[config.mk]
export PLATFORM = sky130hd
export DESIGN_NAME = ifcc_top
export DESIGN_NICKNAME = d
export VERILOG_FILES = /design/src/ifcc_pkg.sv /design/src/ifcc_top.sv /design/src/ifcc_fan3.sv
export VERILOG_INCLUDE_DIRS = /design/src
export SDC_FILE = /design/constraint.sdc
export NUM_CORES = 1
export LEC_CHECK = 0
export BUFFER_PORTS_ARGS = -buffer_cell sky130_fd_sc_hd__buf_2
export CORE_ASPECT_RATIO = 0.6
export CORE_MARGIN = 2
export CORE_UTILIZATION = 62
export CTS_BUF_LIST = sky130_fd_sc_hd__clkbuf_8
export CTS_CLUSTER_SIZE = 14
export DETAILED_ROUTE_END_ITERATION = 8
export HOLD_SLACK_MARGIN = 0.05
export PLACE_DENSITY = 0.94
export REMOVE_ABC_BUFFERS = 1
export SLEW_MARGIN = 15
export SYNTH_ARGS = -nofsm -noshare
export SYNTH_HDL_FRONTEND = slang
export SYNTH_SLANG_ARGS = --single-unit
[constraint.sdc]
create_clock -name clk -period 4.4 [get_ports clk]
set_clock_uncertainty 0.15 [all_clocks]
set_input_delay 0.88 -clock clk [delete_from_list [all_inputs] [get_ports clk]]
set_output_delay 0.88 -clock clk [all_outputs]
set_load 0.02 [all_outputs]
[src/ifcc_cfg.svh]
// Function
// - Mode bit 0 clear lets the controller pick an optimised indoor fan speed; applied to variable-speed fans only.
// - Mode bit 0 set keeps the indoor fan at the written speed value.
// - Mode bit 1 clear lets protection stop the indoor fan completely.
// - Mode bit 1 set lets protection slow a variable-speed fan, never below minimum.
// - Mode bit 2 clear stops the fan during de-ice; set keeps it running.
// - Warm start holds fan off until compressor runs and coil reaches 26 C.
// - Stopped single-speed fan starts on 50 to 1000, stays off below 50.
// - Running single-speed fan stops only on value 0.
// - Variable-speed fan stops on 0 only while the compressor is off.
// - Variable-speed fan starts at 50; 50-100 minimum, 100-1000 linear to maximum.
// - Three-speed fan stops on 0 only while compressor is off, else low.
// - Stopped three-speed fan starts on 50 or more, stays off below 50.
// - At low: 0 stops, 450 or more steps up, 1-449 holds low.
// - At medium: 349 or less steps down, 800 or more steps to high.
// - At high: 699 or less steps down, 700-1000 holds high.
// - Capacity ignored for fixed-capacity units, applied to running variable ones.
// - Running compressor demand is raised to 40 percent, or 16 with switch.
// - Digital scroll has a 75 percent floor for two minutes after start.
// - Variable-speed compressor runs fixed 50 percent for two minutes after start.
// - Oil recovery overrides capacity at most every 100 minutes for one minute.
`ifndef IFCC_CFG_SVH
`define IFCC_CFG_SVH

`define IFCC_ADDR_FAN_MODE 16'h0069
`define IFCC_ADDR_FAN_SPEED 16'h006C
`define IFCC_ADDR_CAP_DEMAND 16'h006D

`define IFCC_RST_FAN_MODE 16'h0000
`define IFCC_RST_FAN_SPEED 16'h0000
`define IFCC_RST_CAP_DEMAND 16'h0000

`define IFCC_MODE_FIXED_BIT 0
`define IFCC_MODE_FAN_ON_BIT 1
`define IFCC_MODE_DEICE_RUN_BIT 2
`define IFCC_MODE_NO_WARM_BIT 3

`define IFCC_SPD_MAX 10'h3E8
`define IFCC_SPD_START 10'h032
`define IFCC_SPD_MIN_MAP 10'h064
`define IFCC_SPD3_UP_LOW 10'h1C2
`define IFCC_SPD3_DN_MED 10'h15D
`define IFCC_SPD3_UP_MED 10'h320
`define IFCC_SPD3_DN_HIGH 10'h2BB

`define IFCC_CAP_MAX 7'h64
`define IFCC_CAP_MIN_NORMAL 7'h28
`define IFCC_CAP_MIN_CLOSE 7'h10
`define IFCC_CAP_SCROLL_START 7'h4B
`define IFCC_CAP_VS_START 7'h32
`define IFCC_CAP_OIL 7'h64

`define IFCC_CLK_HZ 64'h1312D00
`define IFCC_STARTUP_S 64'h78
`define IFCC_OIL_PERIOD_S 64'h1770
`define IFCC_OIL_LEN_S 64'h3C

`endif

[src/ifcc_pkg.sv]
package ifcc_pkg;

  typedef enum logic [1:0] {
    IFCC_FAN_SINGLE,
    IFCC_FAN_VARIABLE,
    IFCC_FAN_THREE,
    IFCC_FAN_SPARE
  } ifcc_fan_kind_t;

  typedef enum logic [1:0] {
    IFCC_COMP_FIXED,
    IFCC_COMP_SCROLL,
    IFCC_COMP_VSPEED,
    IFCC_COMP_SPARE
  } ifcc_comp_kind_t;

  typedef enum logic [1:0] {
    IFCC_F3_OFF,
    IFCC_F3_LOW,
    IFCC_F3_MED,
    IFCC_F3_HIGH
  } ifcc_fan3_t;

endpackage

[src/ifcc_top.sv]
`include "ifcc_cfg.svh"

module ifcc_top #(
  parameter logic [39:0] STARTUP_CYC = 40'(`IFCC_STARTUP_S * `IFCC_CLK_HZ),
  parameter logic [39:0] OIL_PERIOD_CYC = 40'(`IFCC_OIL_PERIOD_S * `IFCC_CLK_HZ),
  parameter logic [39:0] OIL_LEN_CYC = 40'(`IFCC_OIL_LEN_S * `IFCC_CLK_HZ)
) (
  // Clock and reset
  input wire logic clk,
  input wire logic rstn,
  // Holding register access from the protocol engine
  input wire logic [15:0] reg_addr,
  input wire logic reg_wr,
  input wire logic reg_rd,
  input wire logic [15:0] reg_wdata,
  output logic [15:0] reg_rdata,
  output logic reg_ack,
  // Unit straps, external pins
  input wire logic [1:0] fan_kind,
  input wire logic [1:0] comp_kind,
  input wire logic min_cap_close,
  // Plant condition pins
  input wire logic comp_running,
  input wire logic heat_cmd,
  input wire logic fan_run_cmd,
  input wire logic coil_warm,
  input wire logic deice_active,
  input wire logic protect_req,
  // Speed optimiser on the same clock
  input wire logic opt_valid,
  input wire logic [9:0] opt_level,
  // Indoor fan outputs
  output logic fan_on,
  output logic [9:0] fan_level,
  output ifcc_pkg::ifcc_fan3_t fan3_speed,
  // Capacity outputs
  output logic [6:0] cap_out,
  output logic startup_active,
  output logic oil_active
);
  import ifcc_pkg::*;

  localparam int NPIN = 9;

  logic [15:0] fan_mode_q;
  logic [15:0] fan_speed_q;
  logic [15:0] cap_demand_q;
  logic [NPIN-1:0] sync1_q;
  logic [NPIN-1:0] sync2_q;
  logic [NPIN-1:0] sync3_q;
  logic [NPIN-1:0] pin_q;
  logic [NPIN-1:0] pin_raw;
  ifcc_fan_kind_t fkind;
  ifcc_comp_kind_t ckind;
  logic close_sel;
  logic comp_on;
  logic heat_on;
  logic run_on;
  logic warm_ok;
  logic deice_on;
  logic protect_on;
  logic comp_on_prev_q;
  logic comp_start;
  logic [9:0] spd_val;
  logic [9:0] vs_level;
  logic [6:0] dem_val;
  logic basic_run_q;
  logic basic_run_d;
  ifcc_fan3_t f3_state;
  logic hold_off;
  logic fan_on_d;
  logic [9:0] level_d;
  logic [39:0] startup_cnt_q;
  logic [39:0] oil_wait_q;
  logic [39:0] oil_len_q;
  logic cap_en;
  logic oil_due;
  logic [6:0] cap_d;
  logic [6:0] min_cap;

  // Pins are filtered: a new level is taken once the second and third stages agree.
  assign pin_raw = {comp_kind, fan_kind, min_cap_close, comp_running, heat_cmd, fan_run_cmd, coil_warm};

  genvar gi;
  generate
    for (gi = 0; gi < NPIN; gi++)
    begin : g_pin
      always_ff @(posedge clk or negedge rstn)
      begin
        if (!rstn)
        begin
          sync1_q[gi] <= 1'b0;
          sync2_q[gi] <= 1'b0;
          sync3_q[gi] <= 1'b0;
          pin_q[gi] <= 1'b0;
        end
        else
        begin
          sync1_q[gi] <= pin_raw[gi];
          sync2_q[gi] <= sync1_q[gi];
          sync3_q[gi] <= sync2_q[gi];
          if (sync2_q[gi] == sync3_q[gi])
            pin_q[gi] <= sync3_q[gi];
        end
      end
    end
  endgenerate

  // De-ice and protection requests come from the plant algorithms on this clock.
  assign deice_on = deice_active;
  assign protect_on = protect_req;
  assign warm_ok = pin_q[0];
  assign run_on = pin_q[1];
  assign heat_on = pin_q[2];
  assign comp_on = pin_q[3];
  assign close_sel = pin_q[4];
  assign fkind = ifcc_fan_kind_t'(pin_q[6:5]);
  assign ckind = ifcc_comp_kind_t'(pin_q[8:7]);

  // Register writes.
  always_ff @(posedge clk or negedge rstn)
  begin
    if (!rstn)
    begin
      fan_mode_q <= `IFCC_RST_FAN_MODE;
      fan_speed_q <= `IFCC_RST_FAN_SPEED;
      cap_demand_q <= `IFCC_RST_CAP_DEMAND;
    end
    else if (reg_wr)
    begin
      if (reg_addr == `IFCC_ADDR_FAN_MODE)
        fan_mode_q <= reg_wdata;
      else if (reg_addr == `IFCC_ADDR_FAN_SPEED)
        fan_speed_q <= reg_wdata;
      else if (reg_addr == `IFCC_ADDR_CAP_DEMAND)
        cap_demand_q <= reg_wdata;
    end
  end

  // Register reads and acknowledge; unmapped addresses read zero.
  always_ff @(posedge clk or negedge rstn)
  begin
    if (!rstn)
    begin
      reg_rdata <= 16'h0000;
      reg_ack <= 1'b0;
    end
    else
    begin
      reg_ack <= reg_wr | reg_rd;
      if (!reg_rd)
        reg_rdata <= 16'h0000;
      else if (reg_addr == `IFCC_ADDR_FAN_MODE)
        reg_rdata <= fan_mode_q;
      else if (reg_addr == `IFCC_ADDR_FAN_SPEED)
        reg_rdata <= fan_speed_q;
      else if (reg_addr == `IFCC_ADDR_CAP_DEMAND)
        reg_rdata <= cap_demand_q;
      else
        reg_rdata <= 16'h0000;
    end
  end

  // Out-of-range writes are clipped rather than trusted.
  assign spd_val = (fan_speed_q > 16'(`IFCC_SPD_MAX)) ? `IFCC_SPD_MAX : fan_speed_q[9:0];
  assign dem_val = (cap_demand_q > 16'(`IFCC_CAP_MAX)) ? `IFCC_CAP_MAX : cap_demand_q[6:0];

  // Level 100 stands for minimum speed and 1000 for maximum; the drive scales between its set points.
  assign vs_level = (spd_val < `IFCC_SPD_MIN_MAP) ? `IFCC_SPD_MIN_MAP : spd_val;

  // Run decision for single and variable speed fans.
  always_comb
  begin
    basic_run_d = basic_run_q;
    if (!basic_run_q)
    begin
      if (spd_val >= `IFCC_SPD_START)
        basic_run_d = 1'b1;
    end
    else if (spd_val == 10'h000)
    begin
      if (fkind == IFCC_FAN_SINGLE)
        basic_run_d = 1'b0;
      else if (!comp_on)
        basic_run_d = 1'b0;
    end
  end

  always_ff @(posedge clk or negedge rstn)
  begin
    if (!rstn)
      basic_run_q <= 1'b0;
    else if (fkind == IFCC_FAN_THREE)
      basic_run_q <= 1'b0;
    else
      basic_run_q <= basic_run_d;
  end

  ifcc_fan3 u_fan3 (
    .clk(clk),
    .rstn(rstn),
    .enable(fkind == IFCC_FAN_THREE),
    .cmd_val(spd_val),
    .comp_on(comp_on),
    .speed(f3_state)
  );

  // Conditions that force the fan off regardless of the speed command.
  always_comb
  begin
    hold_off = 1'b0;
    if (!fan_mode_q[`IFCC_MODE_NO_WARM_BIT] && heat_on && run_on && !(comp_on && warm_ok))
      hold_off = 1'b1;
    if (deice_on && !fan_mode_q[`IFCC_MODE_DEICE_RUN_BIT])
      hold_off = 1'b1;
    if (protect_on && !fan_mode_q[`IFCC_MODE_FAN_ON_BIT])
      hold_off = 1'b1;
  end

  // Final fan command; protection in fan-on mode never stops the fan and lowers only a variable-speed fan to minimum.
  always_comb
  begin
    if (fkind == IFCC_FAN_THREE)
      fan_on_d = (f3_state != IFCC_F3_OFF);
    else
      fan_on_d = basic_run_q;
    if (fkind == IFCC_FAN_SINGLE)
      level_d = `IFCC_SPD_MAX;
    else if (fkind == IFCC_FAN_THREE)
      level_d = `IFCC_SPD_MIN_MAP;
    else if (!fan_mode_q[`IFCC_MODE_FIXED_BIT] && opt_valid)
      level_d = (opt_level < `IFCC_SPD_MIN_MAP) ? `IFCC_SPD_MIN_MAP : opt_level;
    else
      level_d = vs_level;
    if (fan_on_d && protect_on && fan_mode_q[`IFCC_MODE_FAN_ON_BIT] && fkind == IFCC_FAN_VARIABLE)
      level_d = `IFCC_SPD_MIN_MAP;
    if (hold_off)
      fan_on_d = 1'b0;
    if (!fan_on_d)
      level_d = 10'h000;
  end

  always_ff @(posedge clk or negedge rstn)
  begin
    if (!rstn)
    begin
      fan_on <= 1'b0;
      fan_level <= 10'h000;
      fan3_speed <= IFCC_F3_OFF;
    end
    else
    begin
      fan_on <= fan_on_d;
      fan_level <= level_d;
      if (fkind == IFCC_FAN_THREE && fan_on_d)
        fan3_speed <= f3_state;
      else
        fan3_speed <= IFCC_F3_OFF;
    end
  end

  // Compressor start detection and start-up window.
  assign comp_start = comp_on && !comp_on_prev_q;

  always_ff @(posedge clk or negedge rstn)
  begin
    if (!rstn)
      comp_on_prev_q <= 1'b0;
    else
      comp_on_prev_q <= comp_on;
  end

  always_ff @(posedge clk or negedge rstn)
  begin
    if (!rstn)
      startup_cnt_q <= 40'h00_0000_0000;
    else if (!comp_on)
      startup_cnt_q <= 40'h00_0000_0000;
    else if (comp_start)
      startup_cnt_q <= STARTUP_CYC;
    else if (startup_cnt_q != 40'h00_0000_0000)
      startup_cnt_q <= startup_cnt_q - 40'h00_0000_0001;
  end

  // Oil recovery: the wait counter runs with the compressor and is rearmed by each cycle.
  assign oil_due = (oil_wait_q >= OIL_PERIOD_CYC) && comp_on && cap_en && (startup_cnt_q == 40'h00_0000_0000);

  always_ff @(posedge clk or negedge rstn)
  begin
    if (!rstn)
    begin
      oil_wait_q <= 40'h00_0000_0000;
      oil_len_q <= 40'h00_0000_0000;
    end
    else if (oil_len_q != 40'h00_0000_0000)
    begin
      if (comp_on)
        oil_len_q <= oil_len_q - 40'h00_0000_0001;
      else
        oil_len_q <= 40'h00_0000_0000;
    end
    else if (oil_due)
    begin
      oil_len_q <= OIL_LEN_CYC;
      oil_wait_q <= 40'h00_0000_0000;
    end
    else if (comp_on && oil_wait_q < OIL_PERIOD_CYC)
      oil_wait_q <= oil_wait_q + 40'h00_0000_0001;
  end

  // Capacity decision.
  assign cap_en = (ckind == IFCC_COMP_SCROLL) || (ckind == IFCC_COMP_VSPEED);
  assign min_cap = close_sel ? `IFCC_CAP_MIN_CLOSE : `IFCC_CAP_MIN_NORMAL;

  always_comb
  begin
    cap_d = (dem_val < min_cap) ? min_cap : dem_val;
    if (startup_cnt_q != 40'h00_0000_0000)
    begin
      if (ckind == IFCC_COMP_VSPEED)
        cap_d = `IFCC_CAP_VS_START;
      else if (cap_d < `IFCC_CAP_SCROLL_START)
        cap_d = `IFCC_CAP_SCROLL_START;
    end
    else if (oil_len_q != 40'h00_0000_0000)
      cap_d = `IFCC_CAP_OIL;
    if (!comp_on || !cap_en)
      cap_d = 7'h00;
  end

  always_ff @(posedge clk or negedge rstn)
  begin
    if (!rstn)
    begin
      cap_out <= 7'h00;
      startup_active <= 1'b0;
      oil_active <= 1'b0;
    end
    else
    begin
      cap_out <= cap_d;
      startup_active <= (startup_cnt_q != 40'h00_0000_0000);
      oil_active <= (oil_len_q != 40'h00_0000_0000);
    end
  end

endmodule

[src/ifcc_fan3.sv]
`include "ifcc_cfg.svh"

module ifcc_fan3 (
  // Clock and reset
  input wire logic clk,
  input wire logic rstn,
  // Decision inputs
  input wire logic enable,
  input wire logic [9:0] cmd_val,
  input wire logic comp_on,
  // Speed state
  output ifcc_pkg::ifcc_fan3_t speed
);
  import ifcc_pkg::*;

  ifcc_fan3_t state_q;
  ifcc_fan3_t state_d;

  assign speed = state_q;

  // One step per evaluation, so a large value from off climbs through low first.
  always_comb
  begin
    state_d = state_q;
    case (state_q)
      IFCC_F3_OFF:
      begin
        if (cmd_val >= `IFCC_SPD_START)
          state_d = IFCC_F3_LOW;
      end
      IFCC_F3_LOW:
      begin
        if (cmd_val == 10'h000 && !comp_on)
          state_d = IFCC_F3_OFF;
        else if (cmd_val >= `IFCC_SPD3_UP_LOW)
          state_d = IFCC_F3_MED;
      end
      IFCC_F3_MED:
      begin
        if (cmd_val <= `IFCC_SPD3_DN_MED)
          state_d = IFCC_F3_LOW;
        else if (cmd_val >= `IFCC_SPD3_UP_MED)
          state_d = IFCC_F3_HIGH;
      end
      default:
      begin
        if (cmd_val <= `IFCC_SPD3_DN_HIGH)
          state_d = IFCC_F3_MED;
      end
    endcase
  end

  always_ff @(posedge clk or negedge rstn)
  begin
    if (!rstn)
      state_q <= IFCC_F3_OFF;
    else if (!enable)
      state_q <= IFCC_F3_OFF;
    else
      state_q <= state_d;
  end

endmodule

==> metrics.txt <==
# TYPE chip_impl_metric gauge
chip_impl_metric{name="layoutNonFillerInstCount",unit=""} 1509
chip_impl_metric{name="die_area",unit="sq um"} 20100
chip_impl_metric{name="drt-initial-drc-count",unit=""} 1274
chip_impl_metric{name="count_of_flip_flops_with_a_built_in_enable_after_synthesis",unit=""} 0
chip_impl_metric{name="wl_per_cell",unit="um"} 20.4
chip_impl_metric{name="cts_inserted_buffers",unit=""} 36
chip_impl_metric{name="antenna_found_initial",unit=""} 0
chip_impl_metric{name="final-seq-area",unit="sq um"} 6180
chip_impl_metric{name="dp_cells",unit=""} 1445
chip_impl_metric{name="rows",unit=""} 38
chip_impl_metric{name="fmaxAchievable",unit="MHz"} 254
chip_impl_metric{name="area_of_combinational_cells_with_multiple_inputs",unit="sq um"} 5320
chip_impl_metric{name="dpl.hpwl",unit="um"} 20300
chip_impl_metric{name="timing.critical_path.arrival",unit="ns"} 4.26
chip_impl_metric{name="via_per_inst",unit=""} 6.64
chip_impl_metric{name="placeableCoreArea",unit="sq um"} 18300
chip_impl_info{name="outcome",value="finished clean"} 1
chip_impl_info{name="clock_tree_from_tritoncts",value="yes"} 1
chip_impl_metric{name="floorplan.io_pins",unit=""} 97
chip_impl_metric{name="detail-route-antenna-nets",unit=""} 0
chip_impl_metric{name="dieWidth",unit="um"} 182
chip_impl_metric{name="worst_ep_required_time",unit="ns"} 4.72
chip_impl_metric{name="grt_pass1_wl",unit="um"} 50200
chip_impl_metric{name="design.final.nets",unit=""} 1308
chip_impl_metric{name="cts_setup_buffers",unit=""} 0
chip_impl_info{name="mostFrequentLayoutCells",value="247 x dfrtp_1, 108 x nor2_1, 95 x buf_2, 79 x nand2_1, 66 x mux2_2"} 1
chip_impl_metric{name="ctsHoldBuffers",unit=""} 0
chip_impl_metric{name="leakagePower",unit="nW"} 6.47
chip_impl_metric{name="fillers",unit=""} 1158
chip_impl_metric{name="postSynthAreaPerCell",unit="sq um"} 10.3
chip_impl_metric{name="grt-ovfl-total",unit=""} 0
chip_impl_metric{name="grt_usage",unit="%"} 31.1
chip_impl_metric{name="cts_buffer_depth",unit=""} 3
chip_impl_metric{name="final_replace_weighted_congestion",unit=""} 0.939
chip_impl_info{name="clk_root_buffer_cell",value="clkbuf_8"} 1
chip_impl_metric{name="peakVddDrop",unit="uV"} 247
chip_impl_metric{name="grt_start_max_net_pins",unit=""} 124
chip_impl_info{name="layout_commonest_cell",value="dfrtp_1"} 1
chip_impl_info{name="worst_setup_path_start_kind",value="flop"} 1
chip_impl_info{name="worst_hold_path_type",value="reg -> reg"} 1
chip_impl_metric{name="placement.io_buffers",unit=""} 96
chip_impl_metric{name="die_h",unit="um"} 111
chip_impl_metric{name="max-slew-margin-rel",unit="%"} 17.3
chip_impl_metric{name="cts.clk_slew.worst_paths",unit="ns"} 0.07
chip_impl_metric{name="syn-cell-area",unit="sq um"} 11800
chip_impl_metric{name="final-setup-viol-count",unit=""} 0
chip_impl_metric{name="route.detailed.drc",unit=""} 0
chip_impl_metric{name="floorplan.initialDensity",unit="%"} 64.2
chip_impl_metric{name="cts-resized-gates",unit=""} 0
chip_impl_info{name="ys.flop_type",value="dfrtp_1"} 1
chip_impl_metric{name="htree_levels",unit=""} 2
chip_impl_metric{name="drt_pass1_iterations",unit=""} 6
chip_impl_metric{name="final.min_clock_period",unit="ns"} 3.94
chip_impl_info{name="worstSetupPathType",value="reg -> reg"} 1
chip_impl_metric{name="cts_sinks",unit=""} 247
chip_impl_metric{name="wl",unit="um"} 30800
chip_impl_metric{name="timing.final.hold_violations",unit=""} 0
chip_impl_metric{name="finalSetupTns",unit="ns"} 0
chip_impl_metric{name="synth_async_sr_flop_share",unit="%"} 100
chip_impl_info{name="grt_setup_unrepaired",value="false"} 1
chip_impl_metric{name="crit_path_max_fanout",unit=""} 7
chip_impl_metric{name="worst_tran_pin_value",unit="ns"} 1.23
chip_impl_metric{name="area_growth_from_synthesis_to_layout",unit="%"} 12.7
chip_impl_metric{name="clock_insertion_delay_worst_skew",unit="ns"} 0.56
chip_impl_metric{name="synth_seq_cells",unit=""} 247
chip_impl_metric{name="first_global_vias",unit=""} 9728
chip_impl_metric{name="timing_max_transition_violations_final",unit=""} 0
chip_impl_metric{name="cap_viol_max_count",unit=""} 0
chip_impl_metric{name="final_min_period_over_clock_period",unit="%"} 89.6
chip_impl_metric{name="post_synth_inst_count",unit=""} 1139
chip_impl_metric{name="ys_seq_area_share",unit="%"} 52.6
chip_impl_info{name="critical_path.endpoint_type",value="flop"} 1
chip_impl_metric{name="synth.yosys.warnings",unit=""} 0
chip_impl_metric{name="vias",unit=""} 10000
chip_impl_metric{name="power.density_cell_area",unit="nW/um^2"} 376
chip_impl_metric{name="yosysUniqueCellTypes",unit=""} 61
chip_impl_metric{name="post_route_cells_drive_above_1_share",unit="%"} 19.4
cell usage after synthesis (4+ instances only):
| cell type | count | share of area (%) |
|---|---|---|
| xor2_1 | 22 | 1.6 |
| or2_2 | 8 | 0.43 |
| nor2_1 | 108 | 3.4 |
| nand2_1 | 79 | 2.5 |
| a21oi_1 | 63 | 2.7 |
| ha_1 | 7 | 0.74 |
| nor3_1 | 49 | 2.1 |
| a21o_1 | 7 | 0.45 |
| nand2b_1 | 15 | 0.80 |
| xnor2_1 | 36 | 2.7 |
| and3_1 | 7 | 0.37 |
| nor3b_1 | 4 | 0.26 |
| nand3b_1 | 6 | 0.38 |
| a22oi_1 | 17 | 1.1 |
| maj3_1 | 9 | 0.77 |
| o21ai_0 | 39 | 1.7 |
| nand4_1 | 20 | 1.1 |
| inv_1 | 20 | 0.64 |
| o31ai_1 | 16 | 1.0 |
| clkbuf_1 | 44 | 1.4 |
| nor2b_1 | 8 | 0.43 |
| dfrtp_1 | 247 | 53 |
| or3_1 | 33 | 1.8 |
| nor4_1 | 39 | 2.1 |
| mux2_2 | 66 | 6.3 |
| or4_1 | 27 | 1.7 |
| a21boi_0 | 10 | 0.64 |
| nand4b_1 | 6 | 0.45 |
| mux2i_1 | 10 | 0.85 |
| a211oi_1 | 4 | 0.26 |
| and2_1 | 10 | 0.53 |
| o41ai_1 | 4 | 0.30 |
| and4_1 | 5 | 0.37 |
| nand3_1 | 40 | 1.7 |
| o211ai_1 | 5 | 0.32 |
| o311ai_0 | 6 | 0.45 |
stage by stage:
step	total power [mW]	worst slack [ns]	hold WS, ns	area [sq um]	utilization (%)
finish	4.99	0.459	0.199	13200	72.4
floorplan	2.85	0.328	0.181	11600	-
detailed placement	3.09	0.801	0.185	12500	68.4
CTS	4.98	0.615	0.199	13200	72.4
global route	5.18	0.328	0.204	13200	72.4
global placement	3.05	0.906	0.183	12500	68.4
final cells by class:
type                    instances  share of cell area, %
clock buffers                  45                   4.67
repair buffers                114                   4.82
well taps                     240                   2.27
flip-flops and latches        247                   46.7
clock inverters                18                  0.869
inverters                      20                  0.567
multi-input cells             824                   40.1
diodes                          1                 0.0189
cells by family (layout without fill, tap and decap cells):
| kind of cell | Yosys count | in the layout | share of synthesized area, % |
|---|---|---|---|
| other cells | 0 | 1 | 0 |
| flops | 247 | 247 | 52.6 |
| fa+ha+maj | 16 | 16 | 1.51 |
| compound gates | 201 | 201 | 11.0 |
| simple gates | 473 | 473 | 21.2 |
| mux | 76 | 76 | 7.17 |
| buf+inv | 68 | 197 | 2.23 |
| xor+xnor | 58 | 58 | 4.32 |
critical path: stages, from the launching register on:
cell and delay [ns]:
dfrtp_1 0.40, nor4_1 0.69, nand3_1 0.36, nor2_1 0.36, and2_1 0.19, ha_1 0.22, o21ai_0 0.16, a21oi_1 0.06
nor3_1 0.69, mux2_2 0.42, a21oi_1 0.16
registers in the layout (all words and copies together), names as in the netlist, 10 cells and up:
| signal | count |
|---|---|
| oil_wait_q | 40 |
| startup_cnt_q | 40 |
| reg_rdata | 16 |
| fan_level | 10 |
| oil_len_q | 40 |
| cap_demand_q | 16 |
| fan_speed_q | 16 |
| fan_mode_q | 16 |
worst paths after layout:
kind / startpoint / endpoint / slack (ns) / cells after the start
hold / removal: sync1_q[7] / sync2_q[7] / 0.20 / 0
setup reg to reg: cap_demand_q[13] / cap_out[3] / 0.46 / 10
hold reg to reg: sync1_q[7] / sync2_q[7] / 0.20 / 0
setup / recovery: cap_demand_q[13] / cap_out[3] / 0.46 / 10
min in group asynchronous: rstn / startup_cnt_q[6] / 0.24 / 1
max in group asynchronous: rstn / startup_cnt_q[26] / 2.91 / 2
per-layer routing:
metal,up-vias,global-route usage [%],share of wire (%)
met1,4847,45.5,43
met2,646,44.3,43
li1,4407,-,-
met3,126,8.74,11
met5,-,0,0
met4,0,11.5,3.2
where the power goes:
| group | internal (mW) | switching, mW | total [mW] |
|---|---|---|---|
| logic | 0.223 | 0.386 | 0.609 |
| clock network | 0.990 | 0.923 | 1.91 |
| registers | 2.36 | 0.102 | 2.47 |
Power figures use the tool's default switching activity.
